## src/hw/bcc_pkg_bitmap.sv

```systemverilog
// Shared constants, decode helpers and the bit-address mapper
`timescale 1ns/1ps
//
// Contract
// - Carry-AND-bit: opcode 1000_0010 plus bit address, two bytes, two cycles.
// - Carry-AND-inverted-bit: opcode 1011_0000, two bytes, two cycles, bit kept.
// - Compare branches only on mismatch, target is advanced PC plus signed offset.
// - Carry set when first operand unsigned-less than second, else cleared.
// - Four compare pairings: A/direct, A/immediate, register/immediate, indirect/immediate.
// - A-versus-direct compare: 1011_0101, three bytes, two cycles, PC plus three.
// - A-versus-immediate compare: 1011_0100, three bytes, two cycles.
// - Register-versus-immediate compare: 1011_1rrr selects one of eight registers.
// - Indirect-versus-immediate compare: 1011_011i, RAM byte at pointer, three bytes.
// - Clear accumulator: 1110_0100, one byte, one cycle, no flag changes.
// - Clear bit: 1100_0011 for carry, 1100_0010 plus bit address, one cycle.
// - Clear accepts the carry or any directly addressable bit.
// - Carry-AND clears carry when source is zero, else leaves it alone.

package bcc_pkg;

  // Opcodes of this instruction group
  localparam logic [7:0] OPC_AND_BIT  = 8'h82;
  localparam logic [7:0] OPC_AND_NBIT = 8'hB0;
  localparam logic [7:0] OPC_CJ_DIR   = 8'hB5;
  localparam logic [7:0] OPC_CJ_IMM   = 8'hB4;
  localparam logic [7:0] OPC_CJ_IND   = 8'hB6;
  localparam logic [7:0] OPC_CJ_REG   = 8'hB8;
  localparam logic [7:0] OPC_CLR_A    = 8'hE4;
  localparam logic [7:0] OPC_CLR_C    = 8'hC3;
  localparam logic [7:0] OPC_CLR_BIT  = 8'hC2;

  // Masks for opcodes that carry a register index
  localparam logic [7:0] MASK_IND     = 8'hFE;
  localparam logic [7:0] MASK_REG     = 8'hF8;

  // Bit-addressable space layout
  localparam logic [7:0] BIT_SFR_LIMIT = 8'h80;
  localparam logic [7:0] BIT_RAM_BASE  = 8'h20;

  // Timing: core clock and clocks per machine cycle
  localparam int         CLK_HZ      = 50_000_000;
  localparam int         MC_CLKS     = 12;
  localparam logic [3:0] MC_LAST     = 4'(MC_CLKS - 1);

  // Reset values
  localparam logic [7:0]  BYTE_RST   = 8'h00;
  localparam logic [15:0] PC_RST     = 16'h0000;

  // Operation kinds of the group
  typedef enum logic [3:0]
  {
    BCC_OP_NONE     = 4'h0,
    BCC_OP_AND_BIT  = 4'h1,
    BCC_OP_AND_NBIT = 4'h2,
    BCC_OP_CJ_DIR   = 4'h3,
    BCC_OP_CJ_IMM   = 4'h4,
    BCC_OP_CJ_REG   = 4'h5,
    BCC_OP_CJ_IND   = 4'h6,
    BCC_OP_CLR_A    = 4'h7,
    BCC_OP_CLR_C    = 4'h8,
    BCC_OP_CLR_BIT  = 4'h9
  } bcc_op_t;

  // Opcode decode, shared by claim logic and the executer
  function automatic bcc_op_t bcc_decode(input logic [7:0] opc);
    bcc_op_t op;
    op = BCC_OP_NONE;
    if (opc == OPC_AND_BIT)
      op = BCC_OP_AND_BIT;
    else if (opc == OPC_AND_NBIT)
      op = BCC_OP_AND_NBIT;
    else if (opc == OPC_CJ_DIR)
      op = BCC_OP_CJ_DIR;
    else if (opc == OPC_CJ_IMM)
      op = BCC_OP_CJ_IMM;
    else if ((opc & MASK_REG) == OPC_CJ_REG)
      op = BCC_OP_CJ_REG;
    else if ((opc & MASK_IND) == OPC_CJ_IND)
      op = BCC_OP_CJ_IND;
    else if (opc == OPC_CLR_A)
      op = BCC_OP_CLR_A;
    else if (opc == OPC_CLR_C)
      op = BCC_OP_CLR_C;
    else if (opc == OPC_CLR_BIT)
      op = BCC_OP_CLR_BIT;
    return op;
  endfunction

  // Instruction length in bytes
  function automatic logic [1:0] bcc_len(input bcc_op_t op);
    logic [1:0] n;
    n = 2'd1;
    if (op == BCC_OP_AND_BIT || op == BCC_OP_AND_NBIT
        || op == BCC_OP_CLR_BIT)
      n = 2'd2;
    else if (op == BCC_OP_CJ_DIR || op == BCC_OP_CJ_IMM
             || op == BCC_OP_CJ_REG || op == BCC_OP_CJ_IND)
      n = 2'd3;
    return n;
  endfunction

  // Machine cycles per instruction
  function automatic logic [1:0] bcc_cycles(input bcc_op_t op);
    logic [1:0] n;
    n = 2'd1;
    if (op == BCC_OP_AND_BIT || op == BCC_OP_AND_NBIT
        || op == BCC_OP_CJ_DIR || op == BCC_OP_CJ_IMM
        || op == BCC_OP_CJ_REG || op == BCC_OP_CJ_IND)
      n = 2'd2;
    return n;
  endfunction

endpackage

// Bit address to byte address and bit index
module bcc_bitmap
(
  // Bit address in
  input  wire logic [7:0] bit_addr,
  // Byte location out
  output logic      [7:0] byte_addr,
  output logic      [2:0] bit_idx
);

  // Low half packs into RAM bytes, high half sits in register bytes
  always_comb
  begin
    bit_idx = bit_addr[2:0];
    if (bit_addr < bcc_pkg::BIT_SFR_LIMIT)
      byte_addr = bcc_pkg::BIT_RAM_BASE + {4'h0, bit_addr[6:3]};
    else
      byte_addr = {bit_addr[7:3], 3'b000};
  end

endmodule

```

## src/hw/bcc_exec.sv

```systemverilog
// Executer for carry-AND, compare-branch and clear instructions
`timescale 1ns/1ps

module bcc_exec
(
  // Clock and reset
  input  wire logic        sys_clk,
  input  wire logic        rst,
  // Instruction hand-off from fetch
  input  wire logic        start,
  input  wire logic [7:0]  opcode,
  input  wire logic [7:0]  opnd1,
  input  wire logic [7:0]  opnd2,
  input  wire logic [15:0] pc_in,
  output logic             claim,
  output logic             busy,
  output logic             done,
  // Core state in
  input  wire logic [7:0]  acc_in,
  input  wire logic        carry_in,
  input  wire logic [1:0]  bank_sel,
  // Data space read port, data one clock after rd_en
  output logic             rd_en,
  output logic [7:0]       rd_addr,
  output logic             rd_indirect,
  input  wire logic [7:0]  rd_data,
  // Data space write port
  output logic             wr_en,
  output logic [7:0]       wr_addr,
  output logic [7:0]       wr_data,
  // Core state updates
  output logic             acc_we,
  output logic [7:0]       acc_wdata,
  output logic             carry_we,
  output logic             carry_wdata,
  output logic             pc_we,
  output logic [15:0]      pc_wdata
);

  // Sequencer states, one-hot
  typedef enum logic [3:0]
  {
    ST_IDLE    = 4'b0001,
    ST_RD_ADDR = 4'b0010,
    ST_RD_DATA = 4'b0100,
    ST_WAIT    = 4'b1000
  } bcc_state_t;

  bcc_state_t      state_reg;
  bcc_state_t      state_next;
  bcc_pkg::bcc_op_t op_reg;
  bcc_pkg::bcc_op_t op_in;
  logic [7:0]      opc_reg;
  logic [7:0]      b1_reg;
  logic [7:0]      b2_reg;
  logic [15:0]     pc_reg;
  logic [7:0]      acc_reg;
  logic            carry_reg;
  logic [1:0]      bank_reg;
  logic [7:0]      data_reg;
  logic            ptr_phase_reg;
  logic            rd_valid_reg;
  logic [3:0]      mc_cnt_reg;
  logic [1:0]      mc_left_reg;
  logic            mc_tick;
  logic            commit;
  logic            needs_read;
  logic [7:0]      first_addr;
  logic [7:0]      bit_byte;
  logic [2:0]      bit_idx;
  logic [7:0]      cmp_a;
  logic [7:0]      cmp_b;
  logic            src_bit;
  logic [15:0]     pc_seq;
  logic [15:0]     pc_next;
  logic            carry_next;
  logic            carry_we_next;

  // Decode of the offered opcode
  assign op_in = bcc_pkg::bcc_decode(opcode);
  assign claim = (op_in != bcc_pkg::BCC_OP_NONE);
  assign busy  = (state_reg != ST_IDLE);

  // Bit operand location from the second instruction byte
  bcc_bitmap u_bitmap
  (
    .bit_addr  (b1_reg),
    .byte_addr (bit_byte),
    .bit_idx   (bit_idx)
  );

  // First read address per operand form
  always_comb
  begin
    needs_read = 1'b1;
    first_addr = b1_reg;
    unique case (op_reg)
      bcc_pkg::BCC_OP_AND_BIT,
      bcc_pkg::BCC_OP_AND_NBIT,
      bcc_pkg::BCC_OP_CLR_BIT:
        first_addr = bit_byte;
      bcc_pkg::BCC_OP_CJ_DIR:
        first_addr = b1_reg;
      bcc_pkg::BCC_OP_CJ_REG:
        first_addr = {3'b000, bank_reg, opc_reg[2:0]};
      bcc_pkg::BCC_OP_CJ_IND:
        first_addr = {3'b000, bank_reg, 2'b00, opc_reg[0]};
      default:
        needs_read = 1'b0;
    endcase
  end

  // Machine-cycle divider, restarted by each accepted instruction
  always_ff @(posedge sys_clk)
  begin
    if (rst || (state_reg == ST_IDLE))
      mc_cnt_reg <= 4'h0;
    else if (mc_cnt_reg == bcc_pkg::MC_LAST)
      mc_cnt_reg <= 4'h0;
    else
      mc_cnt_reg <= mc_cnt_reg + 4'h1;
  end

  assign mc_tick = (mc_cnt_reg == bcc_pkg::MC_LAST);

  // Remaining machine cycles of the running instruction
  always_ff @(posedge sys_clk)
  begin
    if (rst)
      mc_left_reg <= 2'd0;
    else if (state_reg == ST_IDLE && start && claim)
      mc_left_reg <= bcc_pkg::bcc_cycles(op_in);
    else if (mc_tick && mc_left_reg != 2'd0)
      mc_left_reg <= mc_left_reg - 2'd1;
  end

  // Results land at the close of the last machine cycle
  assign commit = (state_reg == ST_WAIT) && mc_tick
                  && (mc_left_reg == 2'd1);

  // Sequencer next state
  always_comb
  begin
    state_next = state_reg;
    unique case (state_reg)
      ST_IDLE:
        if (start && claim)
          state_next = ST_RD_ADDR;
      ST_RD_ADDR:
        if (needs_read)
          state_next = ST_RD_DATA;
        else
          state_next = ST_WAIT;
      ST_RD_DATA:
        if (!rd_valid_reg)
          state_next = ST_RD_DATA;
        else if (op_reg == bcc_pkg::BCC_OP_CJ_IND && !ptr_phase_reg)
          state_next = ST_RD_DATA;
        else
          state_next = ST_WAIT;
      ST_WAIT:
        if (commit)
          state_next = ST_IDLE;
    endcase
  end

  always_ff @(posedge sys_clk)
  begin
    if (rst)
      state_reg <= ST_IDLE;
    else
      state_reg <= state_next;
  end

  // Capture of the instruction and core state at hand-off
  always_ff @(posedge sys_clk)
  begin
    if (rst)
    begin
      op_reg    <= bcc_pkg::BCC_OP_NONE;
      opc_reg   <= bcc_pkg::BYTE_RST;
      b1_reg    <= bcc_pkg::BYTE_RST;
      b2_reg    <= bcc_pkg::BYTE_RST;
      pc_reg    <= bcc_pkg::PC_RST;
      acc_reg   <= bcc_pkg::BYTE_RST;
      carry_reg <= 1'b0;
      bank_reg  <= 2'b00;
    end
    else if (state_reg == ST_IDLE && start && claim)
    begin
      op_reg    <= op_in;
      opc_reg   <= opcode;
      b1_reg    <= opnd1;
      b2_reg    <= opnd2;
      pc_reg    <= pc_in;
      acc_reg   <= acc_in;
      carry_reg <= carry_in;
      bank_reg  <= bank_sel;
    end
  end

  // Read port; the pointer form reads twice, pointer then RAM byte
  always_ff @(posedge sys_clk)
  begin
    if (rst)
    begin
      rd_en         <= 1'b0;
      rd_addr       <= bcc_pkg::BYTE_RST;
      rd_indirect   <= 1'b0;
      ptr_phase_reg <= 1'b0;
      rd_valid_reg  <= 1'b0;
    end
    else
    begin
      // Read data stands one clock after the strobe
      rd_valid_reg <= rd_en;
      rd_en       <= 1'b0;
      rd_indirect <= 1'b0;
      if (state_reg == ST_IDLE)
        ptr_phase_reg <= 1'b0;
      if (state_reg == ST_RD_ADDR && needs_read)
      begin
        rd_en   <= 1'b1;
        rd_addr <= first_addr;
      end
      else if (state_reg == ST_RD_DATA && rd_valid_reg
               && op_reg == bcc_pkg::BCC_OP_CJ_IND && !ptr_phase_reg)
      begin
        // Indirect fetch must hit RAM, never the register space
        rd_en         <= 1'b1;
        rd_addr       <= rd_data;
        rd_indirect   <= 1'b1;
        ptr_phase_reg <= 1'b1;
      end
    end
  end

  // Operand byte latched when its read returns
  always_ff @(posedge sys_clk)
  begin
    if (rst)
      data_reg <= bcc_pkg::BYTE_RST;
    else if (state_reg == ST_RD_DATA && rd_valid_reg)
      data_reg <= rd_data;
  end

  // Compare operand selection for the four pairings
  always_comb
  begin
    cmp_a = acc_reg;
    cmp_b = b1_reg;
    unique case (op_reg)
      bcc_pkg::BCC_OP_CJ_DIR:
        cmp_b = data_reg;
      bcc_pkg::BCC_OP_CJ_REG,
      bcc_pkg::BCC_OP_CJ_IND:
        cmp_a = data_reg;
      default:
        cmp_b = b1_reg;
    endcase
  end

  assign src_bit = data_reg[bit_idx];

  // Sequential PC, past the whole instruction
  assign pc_seq = pc_reg + {14'h0000, bcc_pkg::bcc_len(op_reg)};

  // Result computation per operation
  always_comb
  begin
    pc_next       = pc_seq;
    carry_next    = carry_reg;
    carry_we_next = 1'b0;
    unique case (op_reg)
      bcc_pkg::BCC_OP_AND_BIT:
      begin
        carry_we_next = 1'b1;
        carry_next    = carry_reg & src_bit;
      end
      bcc_pkg::BCC_OP_AND_NBIT:
      begin
        carry_we_next = 1'b1;
        carry_next    = carry_reg & ~src_bit;
      end
      bcc_pkg::BCC_OP_CJ_DIR,
      bcc_pkg::BCC_OP_CJ_IMM,
      bcc_pkg::BCC_OP_CJ_REG,
      bcc_pkg::BCC_OP_CJ_IND:
      begin
        carry_we_next = 1'b1;
        carry_next    = (cmp_a < cmp_b);
        if (cmp_a != cmp_b)
          pc_next = pc_seq + {{8{b2_reg[7]}}, b2_reg};
      end
      bcc_pkg::BCC_OP_CLR_C:
      begin
        carry_we_next = 1'b1;
        carry_next    = 1'b0;
      end
      default:
        carry_we_next = 1'b0;
    endcase
  end

  // Core state updates, one-cycle strobes with held data
  always_ff @(posedge sys_clk)
  begin
    if (rst)
    begin
      done        <= 1'b0;
      pc_we       <= 1'b0;
      pc_wdata    <= bcc_pkg::PC_RST;
      carry_we    <= 1'b0;
      carry_wdata <= 1'b0;
      acc_we      <= 1'b0;
      acc_wdata   <= bcc_pkg::BYTE_RST;
    end
    else
    begin
      done     <= commit;
      pc_we    <= commit;
      carry_we <= commit && carry_we_next;
      acc_we   <= commit && (op_reg == bcc_pkg::BCC_OP_CLR_A);
      if (commit)
      begin
        pc_wdata    <= pc_next;
        carry_wdata <= carry_next;
        acc_wdata   <= bcc_pkg::BYTE_RST;
      end
    end
  end

  // Bit clear is a read-modify-write of the holding byte
  always_ff @(posedge sys_clk)
  begin
    if (rst)
    begin
      wr_en   <= 1'b0;
      wr_addr <= bcc_pkg::BYTE_RST;
      wr_data <= bcc_pkg::BYTE_RST;
    end
    else
    begin
      wr_en <= commit && (op_reg == bcc_pkg::BCC_OP_CLR_BIT);
      if (commit)
      begin
        wr_addr <= bit_byte;
        wr_data <= data_reg & ~(8'h01 << bit_idx);
      end
    end
  end

endmodule

```

## config.mk

```make
export PLATFORM = sky130hd
export DESIGN_NAME = bcc_exec
export DESIGN_NICKNAME = d
export VERILOG_FILES = /design/src/hw/bcc_pkg_bitmap.sv /design/src/hw/bcc_exec.sv
export SDC_FILE = /design/constraint.sdc
export NUM_CORES = 1
export LEC_CHECK = 0
export ABC_AREA = 1
export BUFFER_PORTS_ARGS = -buffer_cell sky130_fd_sc_hd__buf_4
export CAP_MARGIN = 10
export CORE_MARGIN = 5
export CORE_UTILIZATION = 51
export DETAILED_ROUTE_END_ITERATION = 10
export GPL_TIMING_DRIVEN = 0
export PLACE_DENSITY = 0.77
export SLEW_MARGIN = 5
export SYNTH_ARGS = -nofsm -noshare
export SYNTH_HDL_FRONTEND = slang
export SYNTH_HIERARCHICAL = 1
export SYNTH_SLANG_ARGS = --single-unit
```

## constraint.sdc

```tcl
create_clock -name sys_clk -period 4 [get_ports sys_clk]
set_clock_uncertainty 0.2 [all_clocks]
set_input_delay 0 -clock sys_clk [delete_from_list [all_inputs] [get_ports sys_clk]]
set_output_delay 0 -clock sys_clk [all_outputs]
set_load 0.005 [all_outputs]
```

---- Word-level counts from Yosys, hierarchy flattened ----
Cells that the tools add are included.
W data, S select, Z words.
word-level totals
  logic and storage cells ................. 149
  flip-flop bits (word level) ............. 117
  output and inout port bits .............. 58
  input port bits ......................... 62
cells by class
  magnitude comparators ................... 3
  bitwise logic cells ..................... 5
  eq/ne operators ......................... 34
  $add $sub $neg .......................... 5
  reductions and logical operators ........ 38
  shift-type cells ........................ 1
  muxes and demuxes ....................... 38
operators with widths
  cell                   number
  $eq A8 B8 Y1 const B   7
  $mux W4                14
  $mux W8                5
  $eq A4 B3 Y1 const B   8
  $mux W16               2
  $pmux W8 S3            1
  $eq A4 B2 Y1 const B   5
  $add A16 B16 Y16       1
  $add A16 B2 Y16        1
  $eq A4 B4 Y1 const B   4
  $pmux W4 S4            1
  $logic_and A1 B1 Y1    14
  $eq A4 B1 Y1 const B   3
  $logic_or A1 B1 Y1     11
  $mux W2                5
  $and A8 B8 Y8          1
  $lt A8 B8 Y1           1
  $lt A8 B8 Y1 const B   1
  $mux W1                8
  $ne A8 B8 Y1           1
  $not A8 Y8             1
  $shl A1 B3 Y8 const A  1
  $add A6 B4 Y7 const A  1
  $eq A7 B7 Y1 const B   1
  21 further kinds       26

---- Depth between registers and ports, before layout ----
  depth after elaboration ................. 18
  depth in mapped cells ................... 30
  depth with buffers taken out ............ 30

---- Modules after synthesis ----
Netlist, hierarchy kept.
by module, submodules not included
  module      cells each  seq. area each (µm²)  area each (µm²)  times used
  bcc_exec    965         2,342.2               6,658.9          1
  bcc_bitmap  20          0.0                   97.6             1

---- Worst setup path before layout ----
No wires, ideal clock.
  path kind ............................... reg-to-reg
  from .................................... reg op_reg[1]
  to ...................................... reg pc_wdata[15]
  cell stages (with the launch flop) ...... 29
  setup slack ............................. 261 ps
  buffers on the path ..................... 0
  arrival time ............................ 3,430 ps
  library setup time ...................... 109 ps
  period minus slack after synthesis ...... 3,739 ps
  data required time ...................... 3,691 ps
  cell sequence ........................... dfxtp_1 -> inv_1 -> nand2_1 -> inv_1 -> nand3_1 -> nand2_1 -> clkinv_1 -> ha_1 -> inv_1 -> fa_1 -> nor2_1 -> nand2_1 -> inv_1 -> nand3_1 -> nor2_1 -> inv_1 -> o21ai_0 -> inv_1 -> ha_1 -> a21oi_1 -> o21ai_0 -> a21oi_1 -> nand2_1 -> nand2_1 -> nand3_1 -> nand2_1 -> nand3_1 -> nand2_1 -> inv_1
on the way
  cells in the longest elaborated chain, start to end .. 10
  elaborated cells between the ends (all ways) .. 23
  those cells by class .................... 2 x add/sub; 8 x eq/ne; 6 x mux; 7 x reduce/logical
RTL lines
  what                                          line                                                    text
  from (decl)                                   bcc_exec.sv:51                                          bcc_pkg::bcc_op_t op_reg;
  from (signal assigned)                        bcc_exec.sv:180                                         op_reg <= bcc_pkg::BCC_OP_NONE;
  from (signal assigned)                        bcc_exec.sv:191                                         op_reg <= op_in;
  $eq A4 B2 Y1 or $eq A4 B3 Y1 (tied branches)  bcc_pkg_bitmap.sv:96, bcc_exec.sv:252, bcc_exec.sv:274
  $logic_or A1 B1 Y1                            bcc_pkg_bitmap.sv:96                                    else if (op == BCC_OP_CJ_DIR || op == BCC_OP_CJ_IMM
  $logic_or A1 B1 Y1 (2 in series)              bcc_pkg_bitmap.sv:97                                    || op == BCC_OP_CJ_REG || op == BCC_OP_CJ_IND)
  $mux W2                                       bcc_pkg_bitmap.sv:96
  $mux W2                                       bcc_pkg_bitmap.sv:93                                    if (op == BCC_OP_AND_BIT || op == BCC_OP_AND_NBIT
  $add A16 B2 Y16                               bcc_exec.sv:266                                         assign pc_seq = pc_reg + {14'h0000, bcc_pkg::bcc_len(op_reg)};
  $add A16 B16 Y16                              bcc_exec.sv:293                                         pc_next = pc_seq + {{8{b2_reg[7]}}, b2_reg};
  $mux W16                                      bcc_exec.sv:292                                         if (cmp_a != cmp_b)
  $mux W16 (*)                                  bcc_exec.sv:274                                         unique case (op_reg)
  to (signal assigned)                          bcc_exec.sv:312                                         pc_wdata <= bcc_pkg::PC_RST;
  to (signal assigned)                          bcc_exec.sv:326                                         pc_wdata <= pc_next;
  to (decl)                                     bcc_exec.sv:37                                          output logic [15:0] pc_wdata
Every way passes the cells marked *; elsewhere a longest branch is shown, timed or not.
A chain may end at the register's enable or synchronous reset.

---- Worst setup path after layout ----
Same ends and word-level chain as after synthesis.

==> summary by stage <==
Status
The run finished with clean final reports.

Hold path
The kind of path behind the tightest hold check is in -> reg.

Worst setup path
Broken down by cell family, the worst path's largest delay share belongs to simple AND/OR/NAND/NOR gates. The cell with the biggest individual delay on the critical path is sky130_fd_sc_hd__dfxtp_4. The largest fanout on the critical path is 8. The worst setup path is captured at a flip-flop.

Data arrives at the worst endpoint at 3.98 ns. By startpoint and endpoint, the worst setup path is classified as reg -> reg. At the worst endpoint, the required time is 4.12 ns. The buffering stage count on the worst path with inverters included is 7. On the worst path, the slowest cell contributes a delay of 0.37 ns. The library cell appearing most often on the critical path is sky130_fd_sc_hd__nand2_1. STA classifies the critical path startpoint as a flip-flop.

Timing
Setup repair after global routing could not meet its margin everywhere. Setup violations remaining at the end of the flow were counted as 0. The final period demand of the worst path is 3.85 ns. The peak clock frequency supported by timing is 260 MHz. The number of slew-limit violations in the final report is 0. The normalized max-slew margin is 0.538. The count of final hold-check violations is 0. For the pin with the worst max-slew slack, the measured transition is 0.693 ns. The part of the cycle the worst path needs is 0.963.

Clock tree
The root cell of the clock tree is sky130_fd_sc_hd__clkbuf_16. The clock passes through at most 2 buffers. The number of clock buffers added by TritonCTS is 17. The clock latency on the worst-skew pair is 0.43 ns. The CTS tree is yes. After clock tree synthesis, the clock-pin slew on the worst setup and hold paths is 0.05 ns. The clock net sink count is 117. The count of H-tree levels built during CTS is 4.

Synthesis
Yosys printed 6 warnings. The post-synthesis instance area is 6760 um2. After synthesis, the netlist uses 49 different library cells. The number of enable flip-flop cells after synthesis is 0. For this run, the register share of the synthesized area comes to 0.347. The area share of the leading cell type in the synthesized netlist is 0.347.

The most area-hungry cell type in the Yosys netlist is sky130_fd_sc_hd__dfxtp_1. After synthesis the netlist holds a flip-flop and latch count of 117. The mean cell area of the mapped netlist is 6.86 um2. In the synthesized netlist the dominant register cell turns out to be sky130_fd_sc_hd__dfxtp_1. The cell count after synthesis came out at 985. By instance count, the leading cell after synthesis is sky130_fd_sc_hd__nand2_1. Yosys attributes the largest share of cell area to sky130_fd_sc_hd__dfxtp_1 (35%), sky130_fd_sc_hd__nand2_1 (11%), sky130_fd_sc_hd__inv_1 (8.1%). In the synthesized netlist the async set-or-reset flop fraction comes to 0. Counting instances in the post-synthesis netlist gives the leading cell types as sky130_fd_sc_hd__nand2_1 (203), sky130_fd_sc_hd__inv_1 (146), sky130_fd_sc_hd__dfxtp_1 (117), sky130_fd_sc_hd__a21oi_1 (106), sky130_fd_sc_hd__o21ai_0 (81).

Detailed routing
The number of antenna-violating nets in the routed design is 0. The routed wire length is 23.1 mm. The number of violations reported at the end of detailed-routing iteration 0 is 731. The residual DRC count is 0. In the final routed layout, each cell accounts on average for 16.4 um. For this block, the via count after detailed routing is 7546.

The average via count per standard cell is 5.36. The total iterations of the first detailed-routing run is 5.

Cells and area
Measured on the finished design, the core utilization comes to 0.726. The final-stage net count is 1316. Compared with the post-synthesis result, the final layout area differs by 41.2%. Excluding fillers, the count of instances in the completed layout stands at 1408.

The diode insertion count for antenna repair is 0. The share of cells above drive strength 1 is 0.200.

GRT
For this run, the total global-route usage over all layers was measured as 0.283. The first global-routing pass estimated 35.5 mm of wire. The number of global-route vias before repair is 6960.

The remaining global-route overflow is 0. Entering global routing, the biggest net connects 17 pins. The initial antenna violation count was 0.

Power
Summing internal, switching and leakage power gives 2990 uW. The worst voltage drop across the vdd grid is 239 uV. The reported leakage power is 0.00444 uW. The power density relative to cell area is 314 nW/um2.

Floorplan
The die boundary height is 125 um. Pin placement for this block handled 120 I/O pins. The initial utilization of the core area, before any placement, comes to 0.514.

The die covers 15700 um2. The floorplan die width is 125 um. The site row count is 42. The standard cell core area is 13100 um2.

Placement
During placement, the flow inserted port buffers numbering 111. Detailed placement ended at an HPWL of 15.7 mm. Routability-driven placement finished with a final weighted congestion of 0.971. Once placement completed, the tool counted placed cells totaling 1279.

Job
The total of max-cap violations is 0.
area by class of cell:
class	instances	area, um2
clock inverter	5	27.5
inverter	156	591
sequential	117	2350
timing repair buffer	210	1810
buffer	46	300
multi-input combinational	673	3770
tap	176	220
fill	1053	3600
clock buffer	25	475
worst paths after layout:
path / startpoint / end / slack [ns] / cells past startpoint
setup reg to reg: op_reg[1] / pc_wdata[15] / 0.15 / 28
setup / recovery: op_reg[1] / pc_wdata[15] / 0.15 / 28
hold / removal: opcode[4] / op_reg[1] / 0.05 / 8
hold reg to reg: rd_en / rd_valid_reg / 0.22 / 2
kinds of logic after synthesis:
group	count (synthesis)	share of synthesized area
and+or+nand+nor	358	0.233
AOI/OAI and AO/OA	263	0.211
buffers and inverters	202	0.131
DFF	117	0.347
adders and majority gates	33	0.0633
xor gates and xnor gates	11	0.0143
other	1	0.000555
worst register-to-register path, delay by kind of cell, from the launching register on:
family	cells	cell delay, ns
adders and majority gates	3	0.74
and+or+nand+nor	15	1.45
DFF	1	0.37
AOI/OAI and AO/OA	3	0.48
buffers and inverters	7	0.51
timing repair:
item	4_1_cts	5_1_grt
pin swaps	2	8
hold buffers	94	0
hold endpoints to repair	84	0
buffers inserted	1	4
gates resized for setup	14	40
endpoints found under the setup margin	9	10
per-stage QoR:
step           cell area [um2]  hold slack, ns  worst slack (ns)  TNS [ns]
2_1_floorplan             6780          -0.121             0.261         0
3_3_place_gp              7840          0.0485            -0.514     -1.84
3_5_place_dp              7840          0.0503            -0.519     -1.99
4_1_cts                   9340          0.0190           -0.0460   -0.0460
5_1_grt                   9540          0.0959           -0.0868    -0.168
6_report                  9540          0.0476             0.147         0
cells in the final DEF, fill, tap and decap left out, types with 20 or more instances in the layout:
| cell type | synthesis | layout |
|---|---|---|
| sky130_fd_sc_hd__nand3_1 | 53 | 50 |
| sky130_fd_sc_hd__inv_1 | 146 | 145 |
| sky130_fd_sc_hd__dfxtp_1 | 117 | 115 |
| sky130_fd_sc_hd__o21ai_1 | 33 | 36 |
| sky130_fd_sc_hd__a21oi_1 | 106 | 101 |
| sky130_fd_sc_hd__nand2_1 | 203 | 196 |
| sky130_fd_sc_hd__buf_4 | 13 | 129 |
| sky130_fd_sc_hd__o21ai_0 | 81 | 76 |
| sky130_fd_sc_hd__ha_1 | 31 | 26 |
| sky130_fd_sc_hd__dlygate4sd3_1 | 0 | 94 |
| sky130_fd_sc_hd__clkbuf_1 | 14 | 20 |
| sky130_fd_sc_hd__nor2_1 | 59 | 53 |
routing by layer:
metal  global-route usage  share of wire  vias to the layer above
li1                     -              -                     3671
met1                0.378           0.42                     3476
met2                0.457           0.47                      353
met3               0.0563          0.083                       46
met4               0.0989          0.023                        0
met5                    0              0                        -
power by group:
group          leakage, uW  switching (uW)  internal, uW
logic              0.00324             234           204
clock network     0.000247             521           810
registers         0.000946            26.1          1190
total              0.00444             782          2210
Note: power is estimated with default switching activity, not from simulation.
